## config.mk

```make
export PLATFORM = sky130hd
export DESIGN_NAME = btsg_buzzer
export DESIGN_NICKNAME = d
export VERILOG_FILES = /design/src/btsg_pkg.sv /design/src/btsg_tone_if.sv /design/src/btsg_osc_sync.sv /design/src/btsg_tone_div.sv /design/src/btsg_buzzer.sv
export SDC_FILE = /design/constraint.sdc
export NUM_CORES = 1
export LEC_CHECK = 0
export ABC_AREA = 1
export BUFFER_PORTS_ARGS = -buffer_cell sky130_fd_sc_hd__buf_4
export CAP_MARGIN = 10
export CORE_UTILIZATION = 45
export CTS_CLUSTER_DIAMETER = 30
export CTS_CLUSTER_SIZE = 25
export DETAILED_ROUTE_END_ITERATION = 7
export PLACE_DENSITY_LB_ADDON = 0.08
export SYNTH_ARGS = -nofsm -noshare
export SYNTH_HDL_FRONTEND = slang
export SYNTH_SLANG_ARGS = --single-unit
export TNS_END_PERCENT = 100
```

## constraint.sdc

```tcl
create_clock -name clk -period 3.8 [get_ports clk]
set_clock_uncertainty 0.15 [all_clocks]
set_input_delay 0.19 -clock clk [delete_from_list [all_inputs] [get_ports clk]]
set_output_delay 0.19 -clock clk [all_outputs]
set_load 0.01 [all_outputs]
```

## src/btsg_pkg.sv

```systemverilog
// package: register map, field positions, reset values and states of the buzzer tone generator
`default_nettype none
package btsg_pkg;
    localparam int ADDR_W = 32;
    localparam int DATA_W = 32;
    // register indices; byte address is four times the index
    localparam logic [15:0] IDX_TONE_DIVISOR_LOW    = 16'ha128;
    localparam logic [15:0] IDX_FRAME_PULSE_COUNTS  = 16'ha129;
    localparam logic [15:0] IDX_SESSION_FRAME_COUNT = 16'ha12a;
    localparam logic [15:0] IDX_TONE_CONFIG_CONTROL = 16'ha12b;
    localparam logic [15:0] IDX_SESSION_MUTE_FRAME  = 16'ha12c;
    localparam logic [15:0] IDX_IRQ_STATUS          = 16'ha12d;
    localparam logic [15:0] IDX_IRQ_MASK            = 16'ha12e;
    // reset values
    localparam logic [7:0] RST_TONE_DIVISOR = 8'h10;
    localparam logic [7:0] RST_FRAME_PULSES = 8'hf0;
    localparam logic [7:0] RST_SESSION_FRMS = 8'h80;
    localparam logic [7:0] RST_CONFIG       = 8'h00;
    localparam logic [7:0] RST_MUTE_FRAME   = 8'hff;
    localparam logic [1:0] RST_IRQ          = 2'h0;
    // config register bit positions
    localparam int CFG_ENABLE  = 7;
    localparam int CFG_IRQ_EN  = 6;
    localparam int CFG_CSEL    = 5;
    localparam int CFG_DIV8    = 4;
    localparam int CFG_INVERT  = 3;
    localparam int CFG_REPEAT  = 2;
    localparam int CFG_FLAG    = 1;
    localparam int CFG_GO_BUSY = 0;
    // frame register nibbles
    localparam int FRM_ON_LSB     = 4;
    localparam int FRM_SILENT_LSB = 0;
    // irq status bits
    localparam int IRQ_SESSION_END   = 0;
    localparam int IRQ_SESSION_START = 1;
    localparam int IRQ_W             = 2;
    localparam logic [1:0] RESP_OKAY   = 2'h0;
    localparam logic [1:0] RESP_SLVERR = 2'h2;
    localparam int DIV_W = 9;

    typedef enum logic [1:0] {
        BTSG_IDLE = 2'b01,
        BTSG_RUN  = 2'b10
    } btsg_state_t;

    function automatic logic btsg_word_hit(input logic [ADDR_W-1:0] addr, input logic [15:0] idx);
        btsg_word_hit = (addr == {14'h0000, idx, 2'h0});
    endfunction : btsg_word_hit
endpackage : btsg_pkg
`default_nettype wire

```

## src/btsg_tone_if.sv

```systemverilog
// interface: tone divider control and pulse strobes
`timescale 1ns/1ps
`default_nettype none
interface btsg_tone_if;
    import btsg_pkg::*;
    logic              tick;
    logic              run;
    logic [DIV_W-1:0]  divisor;
    logic              wave;
    logic              pulse_end;
    modport ctl (output tick, output run, output divisor, input wave, input pulse_end);
    modport gen (input tick, input run, input divisor, output wave, output pulse_end);
endinterface : btsg_tone_if
`default_nettype wire

```

## src/btsg_osc_sync.sv

```systemverilog
// module: synchronises oscillator pins and gives one-cycle rising-edge enables
`timescale 1ns/1ps
`default_nettype none
module btsg_osc_sync #(
    parameter int N = 2
) (
    // clock and reset
    input  wire logic         clk,
    input  wire logic         sys_rst,
    // oscillator pins and edge enables
    input  wire logic [N-1:0] osc_pin,
    output logic      [N-1:0] osc_rise
);
    import btsg_pkg::*;

    genvar i;
    generate
        for (i = 0; i < N; i++) begin : g_osc
            logic s1_r;
            logic s2_r;
            logic s3_r;
            always_ff @(posedge clk or posedge sys_rst) begin
                if (sys_rst) begin
                    s1_r <= 1'b0;
                    s2_r <= 1'b0;
                    s3_r <= 1'b0;
                end else begin
                    s1_r <= osc_pin[i];
                    s2_r <= s1_r;
                    s3_r <= s2_r;
                end
            end
            assign osc_rise[i] = s2_r & ~s3_r;
        end
    endgenerate
endmodule : btsg_osc_sync
`default_nettype wire

```

## src/btsg_tone_div.sv

```systemverilog
// module: divides the tone clock enable by the 9-bit divisor into a square wave
`timescale 1ns/1ps
`default_nettype none
module btsg_tone_div (
    // clock and reset
    input  wire logic clk,
    input  wire logic sys_rst,
    // control and strobes
    btsg_tone_if.gen  tone
);
    import btsg_pkg::*;

    logic [DIV_W-1:0] cnt_r;
    logic [DIV_W-1:0] cnt_nxt;
    // first pulse waits for a tick so every period is whole
    logic             armed_r;
    wire  [DIV_W-1:0] div_eff  = (tone.divisor == '0) ? 9'h001 : tone.divisor;
    wire  [DIV_W-1:0] half_cnt = DIV_W'((10'(div_eff) + 10'h001) >> 1);
    wire              last_cnt = (cnt_r == div_eff - 9'h001);

    assign cnt_nxt        = !tone.run ? '0 : !tone.tick ? cnt_r : (!armed_r | last_cnt) ? '0 : cnt_r + 9'h001;
    assign tone.pulse_end = tone.run & tone.tick & armed_r & last_cnt;
    assign tone.wave      = tone.run & armed_r & (cnt_r < half_cnt);

    always_ff @(posedge clk or posedge sys_rst) begin
        if (sys_rst) begin
            cnt_r   <= '0;
            armed_r <= 1'b0;
        end else begin
            cnt_r   <= cnt_nxt;
            armed_r <= tone.run & (armed_r | tone.tick);
        end
    end

    a_half_wave_high: assert property (@(posedge clk) disable iff (sys_rst)
        tone.run && armed_r && cnt_r == '0 |-> tone.wave)
        else $error("tone wave not high at period start");
endmodule : btsg_tone_div
`default_nettype wire

```

## src/btsg_buzzer.sv

```systemverilog
// module: buzzer tone, frame and session generator with AXI4-Lite registers
//
// Decided for this implementation: the AXI4-Lite interface to the registers.
`timescale 1ns/1ps
`default_nettype none
// Functional notes
// - frame sends upper-nibble count of tone pulses, then lower-nibble count of silent pulses
// - session lasts the programmed 8-bit number of frames
// - tone period is tone clock divided by 9-bit divisor, bit 8 in config
// - writing one to session go starts a session
// - session go clears itself when its session finishes
// - repeat bit set runs sessions back to back
// - repeat bit clear gives exactly one session per go command
// - session-end interrupt only when its enable is one, in both modes
// - session end with interrupt enable one sets flag and interrupt; flag stays until software clears it
// - config bit 0 reads one while output active, zero when idle
// - clock select zero picks fast oscillator, one picks slow oscillator
// - invert bit one inverts the output pin
// - controller works only while enable bit is one
// - frames at and beyond the mute frame number are silent, counting from frame zero
module btsg_buzzer (
    // clock and reset
    input  wire logic                           clk,
    input  wire logic                           sys_rst,
    // oscillator pins
    input  wire logic                           fast_internal_osc,
    input  wire logic                           slow_internal_osc,
    // axi4-lite write address and data
    input  wire logic [btsg_pkg::ADDR_W-1:0]    s_axi_awaddr,
    input  wire logic                           s_axi_awvalid,
    output logic                                s_axi_awready,
    input  wire logic [btsg_pkg::DATA_W-1:0]    s_axi_wdata,
    input  wire logic [btsg_pkg::DATA_W/8-1:0]  s_axi_wstrb,
    input  wire logic                           s_axi_wvalid,
    output logic                                s_axi_wready,
    // axi4-lite write response
    output logic [1:0]                          s_axi_bresp,
    output logic                                s_axi_bvalid,
    input  wire logic                           s_axi_bready,
    // axi4-lite read
    input  wire logic [btsg_pkg::ADDR_W-1:0]    s_axi_araddr,
    input  wire logic                           s_axi_arvalid,
    output logic                                s_axi_arready,
    output logic [btsg_pkg::DATA_W-1:0]         s_axi_rdata,
    output logic [1:0]                          s_axi_rresp,
    output logic                                s_axi_rvalid,
    input  wire logic                           s_axi_rready,
    // buzzer pin and interrupt
    output logic                                tone_output_pin,
    output logic                                irq
);
    import btsg_pkg::*;

    // registers
    logic [7:0]        divisor_r;
    logic [7:0]        frame_r;
    logic [7:0]        frames_r;
    logic [7:0]        mute_r;
    logic              en_r;
    logic              irq_en_r;
    logic              csel_r;
    logic              div8_r;
    logic              invert_r;
    logic              repeat_r;
    logic              flag_r;
    logic              flag_nxt;
    logic              go_r;
    logic              go_nxt;
    logic [IRQ_W-1:0]  stat_r;
    logic [IRQ_W-1:0]  stat_nxt;
    logic [IRQ_W-1:0]  mask_r;
    btsg_state_t       state_r;
    btsg_state_t       state_nxt;
    logic [4:0]        pulse_cnt_r;
    logic [4:0]        pulse_cnt_nxt;
    logic [7:0]        frame_cnt_r;
    logic [7:0]        frame_cnt_nxt;
    logic              pin_nxt;
    logic              bvalid_r;
    logic [1:0]        bresp_r;
    logic              rvalid_r;
    logic [1:0]        rresp_r;
    logic [DATA_W-1:0] rdata_r;

    // oscillator edges and tone divider
    logic [1:0] osc_rise;
    btsg_tone_if tone ();

    btsg_osc_sync #(.N(2)) u_osc_sync (
        .clk      (clk),
        .sys_rst  (sys_rst),
        .osc_pin  ({slow_internal_osc, fast_internal_osc}),
        .osc_rise (osc_rise)
    );

    btsg_tone_div u_tone_div (
        .clk     (clk),
        .sys_rst (sys_rst),
        .tone    (tone.gen)
    );

    wire running = (state_r == BTSG_RUN);
    assign tone.tick    = csel_r ? osc_rise[1] : osc_rise[0];
    assign tone.divisor = {div8_r, divisor_r};
    assign tone.run     = running;

    // bus decode
    wire wr_fire = s_axi_awvalid & s_axi_wvalid & ~bvalid_r;
    wire wr_ok   = wr_fire & s_axi_wstrb[0];
    wire rd_fire = s_axi_arvalid & ~rvalid_r;

    wire hw_div   = btsg_word_hit(s_axi_awaddr, IDX_TONE_DIVISOR_LOW);
    wire hw_frame = btsg_word_hit(s_axi_awaddr, IDX_FRAME_PULSE_COUNTS);
    wire hw_frms  = btsg_word_hit(s_axi_awaddr, IDX_SESSION_FRAME_COUNT);
    wire hw_cfg   = btsg_word_hit(s_axi_awaddr, IDX_TONE_CONFIG_CONTROL);
    wire hw_mute  = btsg_word_hit(s_axi_awaddr, IDX_SESSION_MUTE_FRAME);
    wire hw_stat  = btsg_word_hit(s_axi_awaddr, IDX_IRQ_STATUS);
    wire hw_mask  = btsg_word_hit(s_axi_awaddr, IDX_IRQ_MASK);
    wire hw_any   = hw_div | hw_frame | hw_frms | hw_cfg | hw_mute | hw_stat | hw_mask;

    wire hr_div   = btsg_word_hit(s_axi_araddr, IDX_TONE_DIVISOR_LOW);
    wire hr_frame = btsg_word_hit(s_axi_araddr, IDX_FRAME_PULSE_COUNTS);
    wire hr_frms  = btsg_word_hit(s_axi_araddr, IDX_SESSION_FRAME_COUNT);
    wire hr_cfg   = btsg_word_hit(s_axi_araddr, IDX_TONE_CONFIG_CONTROL);
    wire hr_mute  = btsg_word_hit(s_axi_araddr, IDX_SESSION_MUTE_FRAME);
    wire hr_stat  = btsg_word_hit(s_axi_araddr, IDX_IRQ_STATUS);
    wire hr_mask  = btsg_word_hit(s_axi_araddr, IDX_IRQ_MASK);
    wire hr_any   = hr_div | hr_frame | hr_frms | hr_cfg | hr_mute | hr_stat | hr_mask;

    wire wr_cfg   = wr_ok & hw_cfg;
    wire [7:0] wb = s_axi_wdata[7:0];

    wire [7:0] cfg_rd = {en_r, irq_en_r, csel_r, div8_r, invert_r, repeat_r, flag_r, running};
    wire [7:0] rd_byte = hr_div   ? divisor_r :
                         hr_frame ? frame_r :
                         hr_frms  ? frames_r :
                         hr_cfg   ? cfg_rd :
                         hr_mute  ? mute_r :
                         hr_stat  ? {6'h00, stat_r} :
                         hr_mask  ? {6'h00, mask_r} : 8'h00;

    // frame and session sequencing
    wire [3:0] on_pulses     = frame_r[FRM_ON_LSB +: 4];
    wire [3:0] silent_pulses = frame_r[FRM_SILENT_LSB +: 4];
    wire [4:0] frame_len     = {1'b0, on_pulses} + {1'b0, silent_pulses};
    wire [4:0] pulse_inc     = pulse_cnt_r + 5'h01;
    wire       frame_end     = tone.pulse_end & (pulse_inc >= frame_len);
    wire       last_frame    = (frame_cnt_r == frames_r - 8'h01);
    wire       session_end   = running & frame_end & last_frame;
    wire       session_start = (state_r == BTSG_IDLE) & (state_nxt == BTSG_RUN);
    wire       muted         = (frame_cnt_r >= mute_r);
    wire       sounding      = running & en_r & ({1'b0, on_pulses} > pulse_cnt_r) & ~muted;

    always_comb begin
        state_nxt = state_r;
        case (state_r)
            BTSG_IDLE: begin
                if (en_r && (go_r || repeat_r)) begin
                    state_nxt = BTSG_RUN;
                end
            end
            BTSG_RUN: begin
                if (!en_r) begin
                    state_nxt = BTSG_IDLE;
                end else if (session_end && !repeat_r) begin
                    state_nxt = BTSG_IDLE;
                end
            end
            default: state_nxt = BTSG_IDLE;
        endcase
    end

    assign pulse_cnt_nxt = !running ? 5'h00 : frame_end ? 5'h00 : tone.pulse_end ? pulse_inc : pulse_cnt_r;
    assign frame_cnt_nxt = !running ? 8'h00 : session_end ? 8'h00 :
                           frame_end ? frame_cnt_r + 8'h01 : frame_cnt_r;
    assign go_nxt   = (wr_cfg & wb[CFG_GO_BUSY]) ? 1'b1 : (session_end | ~en_r) ? 1'b0 : go_r;
    assign flag_nxt = (session_end & irq_en_r) ? 1'b1 : (wr_cfg & ~wb[CFG_FLAG]) ? 1'b0 : flag_r;
    assign stat_nxt = (stat_r & ~((rd_fire & hr_stat) ? {IRQ_W{1'b1}} : {IRQ_W{1'b0}}))
                    | {session_start, session_end & irq_en_r};
    assign pin_nxt  = invert_r ^ (sounding & tone.wave);

    // handshake outputs
    assign s_axi_awready = wr_fire;
    assign s_axi_wready  = wr_fire;
    assign s_axi_arready = ~rvalid_r;
    assign s_axi_bvalid  = bvalid_r;
    assign s_axi_bresp   = bresp_r;
    assign s_axi_rvalid  = rvalid_r;
    assign s_axi_rresp   = rresp_r;
    assign s_axi_rdata   = rdata_r;
    assign irq           = irq_en_r & |(stat_r & mask_r);

    // bus response flops
    always_ff @(posedge clk or posedge sys_rst) begin
        if (sys_rst) begin
            bvalid_r <= 1'b0;
            bresp_r  <= RESP_OKAY;
            rvalid_r <= 1'b0;
            rresp_r  <= RESP_OKAY;
            rdata_r  <= '0;
        end else begin
            if (wr_fire) begin
                bvalid_r <= 1'b1;
                bresp_r  <= hw_any ? RESP_OKAY : RESP_SLVERR;
            end else if (s_axi_bready) begin
                bvalid_r <= 1'b0;
            end
            if (rd_fire) begin
                rvalid_r <= 1'b1;
                rresp_r  <= hr_any ? RESP_OKAY : RESP_SLVERR;
                rdata_r  <= {24'h000000, rd_byte};
            end else if (s_axi_rready) begin
                rvalid_r <= 1'b0;
            end
        end
    end

    // software registers
    always_ff @(posedge clk or posedge sys_rst) begin
        if (sys_rst) begin
            divisor_r <= RST_TONE_DIVISOR;
            frame_r   <= RST_FRAME_PULSES;
            frames_r  <= RST_SESSION_FRMS;
            mute_r    <= RST_MUTE_FRAME;
            {en_r, irq_en_r, csel_r, div8_r, invert_r, repeat_r} <= RST_CONFIG[CFG_ENABLE:CFG_REPEAT];
            mask_r    <= RST_IRQ;
        end else if (wr_ok) begin
            if (hw_div)   divisor_r <= wb;
            if (hw_frame) frame_r   <= wb;
            if (hw_frms)  frames_r  <= wb;
            if (hw_mute)  mute_r    <= wb;
            if (hw_mask)  mask_r    <= wb[IRQ_W-1:0];
            if (hw_cfg)   {en_r, irq_en_r, csel_r, div8_r, invert_r, repeat_r} <= wb[CFG_ENABLE:CFG_REPEAT];
        end
    end

    // sequencer state
    always_ff @(posedge clk or posedge sys_rst) begin
        if (sys_rst) begin
            state_r         <= BTSG_IDLE;
            pulse_cnt_r     <= 5'h00;
            frame_cnt_r     <= 8'h00;
            go_r            <= RST_CONFIG[CFG_GO_BUSY];
            flag_r          <= RST_CONFIG[CFG_FLAG];
            stat_r          <= RST_IRQ;
            tone_output_pin <= 1'b0;
        end else begin
            state_r         <= state_nxt;
            pulse_cnt_r     <= pulse_cnt_nxt;
            frame_cnt_r     <= frame_cnt_nxt;
            go_r            <= go_nxt;
            flag_r          <= flag_nxt;
            stat_r          <= stat_nxt;
            tone_output_pin <= pin_nxt;
        end
    end

    // checks
    a_pin_idle_level: assert property (@(posedge clk) disable iff (sys_rst)
        !en_r |=> tone_output_pin == $past(invert_r))
        else $error("disabled output not at inactive level");

    a_go_starts_run: assert property (@(posedge clk) disable iff (sys_rst)
        en_r && go_r && state_r == BTSG_IDLE |=> state_r == BTSG_RUN)
        else $error("session go did not start a session");

    a_go_self_clear: assert property (@(posedge clk) disable iff (sys_rst)
        session_end && !wr_cfg |=> !go_r)
        else $error("session go not cleared at session end");

    a_repeat_restart: assert property (@(posedge clk) disable iff (sys_rst)
        session_end && repeat_r && en_r |=> running && frame_cnt_r == 8'h00 && pulse_cnt_r == 5'h00)
        else $error("repeat mode did not restart session");

    a_single_session: assert property (@(posedge clk) disable iff (sys_rst)
        session_end && !repeat_r && !wr_cfg |=> state_r == BTSG_IDLE ##1 state_r == BTSG_IDLE)
        else $error("single session mode did not stop");

    a_flag_on_end: assert property (@(posedge clk) disable iff (sys_rst)
        session_end && irq_en_r |=> flag_r && stat_r[IRQ_SESSION_END])
        else $error("session end flag not set");

    a_no_flag_disabled: assert property (@(posedge clk) disable iff (sys_rst)
        !irq_en_r && !flag_r |=> !flag_r)
        else $error("flag set with session end interrupt disabled");

    a_mute_silent: assert property (@(posedge clk) disable iff (sys_rst)
        running && muted |=> tone_output_pin == $past(invert_r))
        else $error("muted frame produced sound");

    a_gap_silent: assert property (@(posedge clk) disable iff (sys_rst)
        running && pulse_cnt_r >= {1'b0, on_pulses} |=> tone_output_pin == $past(invert_r))
        else $error("silent part of frame produced sound");

    a_disable_stops: assert property (@(posedge clk) disable iff (sys_rst)
        !en_r |=> state_r == BTSG_IDLE ##1 pulse_cnt_r == 5'h00 && frame_cnt_r == 8'h00)
        else $error("disabled controller kept running");

    c_repeat_session: cover property (@(posedge clk) disable iff (sys_rst)
        session_end && repeat_r);
    c_muted_frame: cover property (@(posedge clk) disable iff (sys_rst)
        running && muted && tone.pulse_end);
    c_irq_raised: cover property (@(posedge clk) disable iff (sys_rst)
        !irq ##1 irq);
endmodule : btsg_buzzer
`default_nettype wire

```

==> impl_metrics.env <==
export IMPL_overflow=0
export IMPL_cp_common_cell="nand2_1"
export IMPL_power_density_nw_per_um2=274
export IMPL_cpPeakStageDelay_ps=540
export IMPL_area_growth_pct=18.2
export IMPL_setup_viol=0
export IMPL_ff2ff_setup_slack_ps=450
export IMPL_power_uw=1980
export IMPL_routed_via_density=5.21
export IMPL_drc=0
export IMPL_r2r_start="divisor_r[2]$_DFFE_PP0P_"
export IMPL_avgRoutedWirePerCell_um=15.2
export IMPL_die_width_um=118
export IMPL_synthTopCellsByArea="dfrtp_1 30%, nand2_1 10%, ha_1 7.6%, dfstp_2 6.5%, inv_1 6.3%"
export IMPL_crit_fanout=9
export IMPL_io_pins=152
export IMPL_num_vias=5511
export IMPL_grt_usage_pct=24.2
export IMPL_grt_max_degree=52
export IMPL_die_area_um2=14000
export IMPL_drt_initial_drc_count=334
export IMPL_first_global_vias=5461
export IMPL_ys_ff_latch=88
export IMPL_post_cts_setup_buffers=0
export IMPL_syn_area_um2=6110
export IMPL_yosysSeqAreaShare_pct=36.4
export IMPL_start_util_pct=46.1
export IMPL_post_dp_hpwl_mm=12.7
export IMPL_cp_required_ps=3890
export IMPL_start_kind="flop"
export IMPL_place_gp_congestion=0.838
export IMPL_clk_pin_slew_ps=70
export IMPL_rr_worst_depth=18
export IMPL_synth_top_area_share_pct=29.9
export IMPL_timing_final_crit_share_pct=88.2
export IMPL_hold_depth=3
export IMPL_drt_pass1_iter_count=5
export IMPL_grt_pass1_wl_mm=26.7
export IMPL_synth_avg_cell_area_um2=7.86
export IMPL_fmaxAchievable_mhz=298
export IMPL_drv_slew=0
export IMPL_final_layout_size_suffix_gt1_share_pct=19.2
export IMPL_worstReg2RegEnd="tone_output_pin$_DFF_PP0_"
export IMPL_endpoint="tone_output_pin$_DFF_PP0_"
export IMPL_setup_worst_path_start="divisor_r[2]$_DFFE_PP0P_"
export IMPL_synth_common_cells="162 x nand2_1, 102 x inv_1, 73 x dfrtp_1, 64 x o21ai_0, 50 x nand3_1"
export IMPL_maxSlewHeadroom_pct=42.8
export IMPL_antenna_found_initial=0
export IMPL_vdd_drop_max_mv=0.246
export IMPL_arrival_ps=3440
export IMPL_max_clock_path_buffers=2
export IMPL_die_h_um=118
export IMPL_min_path_type="input pin to flop"
export IMPL_worst_pin_slew_ps=858
export IMPL_cts_root_buf="clkbuf_16"
export IMPL_coreArea_um2=13200
export IMPL_worstSkewPairLatency_ps=350
export IMPL_rsz0062_at_grt="no"
export IMPL_leakage_uw=0.00340
export IMPL_outcome="completed"
export IMPL_cts_sinks=88
export IMPL_async_flop_share_pct=100
export IMPL_hold_viol_final=0
export IMPL_ant_nets=0
export IMPL_cts_max_level=3
export IMPL_synthCells=777
export IMPL_post_synth_top_count_cell="nand2_1"
export IMPL_drt_total_wl_mm=16.1
export IMPL_tritoncts="yes"
export IMPL_yosys_area_top_type="dfrtp_1"
export IMPL_ys_types=50
export IMPL_crit_chain="nor2_8 -> nand2_2 -> nor2_2 -> nand2_2 -> nand2_1 -> ha_1 -> nand3_1 -> nor2_1 -> nand4_1 -> xor2_1 -> ha_1 -> nand2_1 -> nor2_1 -> nand2_1 -> o211ai_1 -> a311oi_1 -> nand2_1 -> xor2_1"
export IMPL_timing_hold_ws_ps=51.5
export IMPL_num_rows=42
export IMPL_synth_ff_type="dfrtp_1"
export IMPL_crit_type="flop to flop"
export IMPL_numCtsBuffers=9
export IMPL_antennaDiodeCount=0
export IMPL_finalSetupTns_ps=0
export IMPL_endpoint_kind="flop"
export IMPL_synth_edf_count=0
export IMPL_yosysWarnings=0
export IMPL_period_minus_slack_ps=3350
export IMPL_nets=1023
export IMPL_critPathSlowestCell="dfrtp_1"
export IMPL_portBuffers=98
export IMPL_cap_violations=0
## layout by cell type, fill, tap and decap left out, types with 4 or more instances in the layout
cell           synthesis  final
xor2_1                34     34
clkbuf_16              0      9
conb_1                 1     26
nor4_1                17     17
nor2_2                 7      7
nand3_2                4      4
ha_1                  37     37
inv_2                  7      7
inv_1                102    101
dlygate4sd3_1          0      6
dfstp_2               15     15
xnor2_1               13     13
nor3_1                17     17
nand4_1               18     18
dfrtp_1               73     73
o21ai_0               64     64
nor2_1                33     33
o21ai_2                6      6
nand2_1              162    162
a21oi_1               23     23
nand3_1               50     50
o22ai_1               12     12
o32ai_1                5      5
buf_4                 32    100
## state kept, by name, indices dropped and copies added, names as in the netlist, 5 cells and up
register,flops
frame_cnt_r,8
divisor_r,8
pulse_cnt_r,5
mute_r,8
frames_r,8
u_tone_div.cnt_r,9
s_axi_rdata,8
frame_r,8
## where the power goes
group          internal, uW  leakage, uW  total (uW)  switching, uW
sequential              947      0.00114         952           4.66
combinational          79.0      0.00213         163           83.9
clock                   456     0.000135         867            411
## repair_timing
item	in CTS	in global routing
gates resized for setup	0	0
hold endpoints to repair	41	0
endpoints found under the setup margin	0	0
hold buffers	6	0
## kinds of logic after synthesis
family	after synthesis	share of synthesized area, %
and+or+nand+nor	326	25.5
buffers and inverters	153	11.7
AOI/OAI and AO/OA	124	11.8
DFF	88	36.4
xor gates and xnor gates	47	6.74
adders and majority gates	38	7.91
other	1	0.0614
## per-layer routing
layer  part of all wire [%]  vias up  track usage, %
met4                    2.9        0            9.57
met5                      0        -               0
li1                       -     2736               -
met3                    4.5       33            5.16
met2                     48      122            40.0
met1                     44     2620            30.9
## how the worst min path moves through the flow
stage | start | end | slack, ps
floorplan | fast_internal_osc | u_osc_sync.g_osc[0].s1_r$_DFF_PP0_ | 70
global placement | fast_internal_osc | u_osc_sync.g_osc[0].s1_r$_DFF_PP0_ | 150
detailed placement | fast_internal_osc | u_osc_sync.g_osc[0].s1_r$_DFF_PP0_ | 150
CTS | s_axi_wvalid | s_axi_bvalid$_DFFE_PP0P_ | 50
global route | s_axi_wdata[6] | irq_en_r$_DFFE_PP0P_ | 60
finish | s_axi_wvalid | s_axi_bvalid$_DFFE_PP0P_ | 50
## cell type report
cell class	instances	area (um2)
clock buffers	9	225
repair buffers	106	811
inverters	110	415
multi-input cells	561	3270
fillers	1261	6020
clock inverters	7	61.3
well taps	176	220
flip-flops and latches	88	2220
## through the flow
stage	cells	instance area [um2]	util [%]	setup slack, ps
after floorplan	802	6200	-	1010
after global placement	1035	6870	51.9	555
after detailed placement	1035	6870	51.9	495
after CTS	1057	7220	54.5	459
after global routing	1057	7220	54.5	101
final	1057	7220	54.5	448
## critical path: cells and delay by family, from the launching register on
family / cells / cell delay [ps]
xor gates and xnor gates: 2 / 330
AOI/OAI and AO/OA: 2 / 360
adders and majority gates: 2 / 470
and+or+nand+nor: 12 / 1360
DFF: 1 / 540
(Power assumes the default switching activity.)
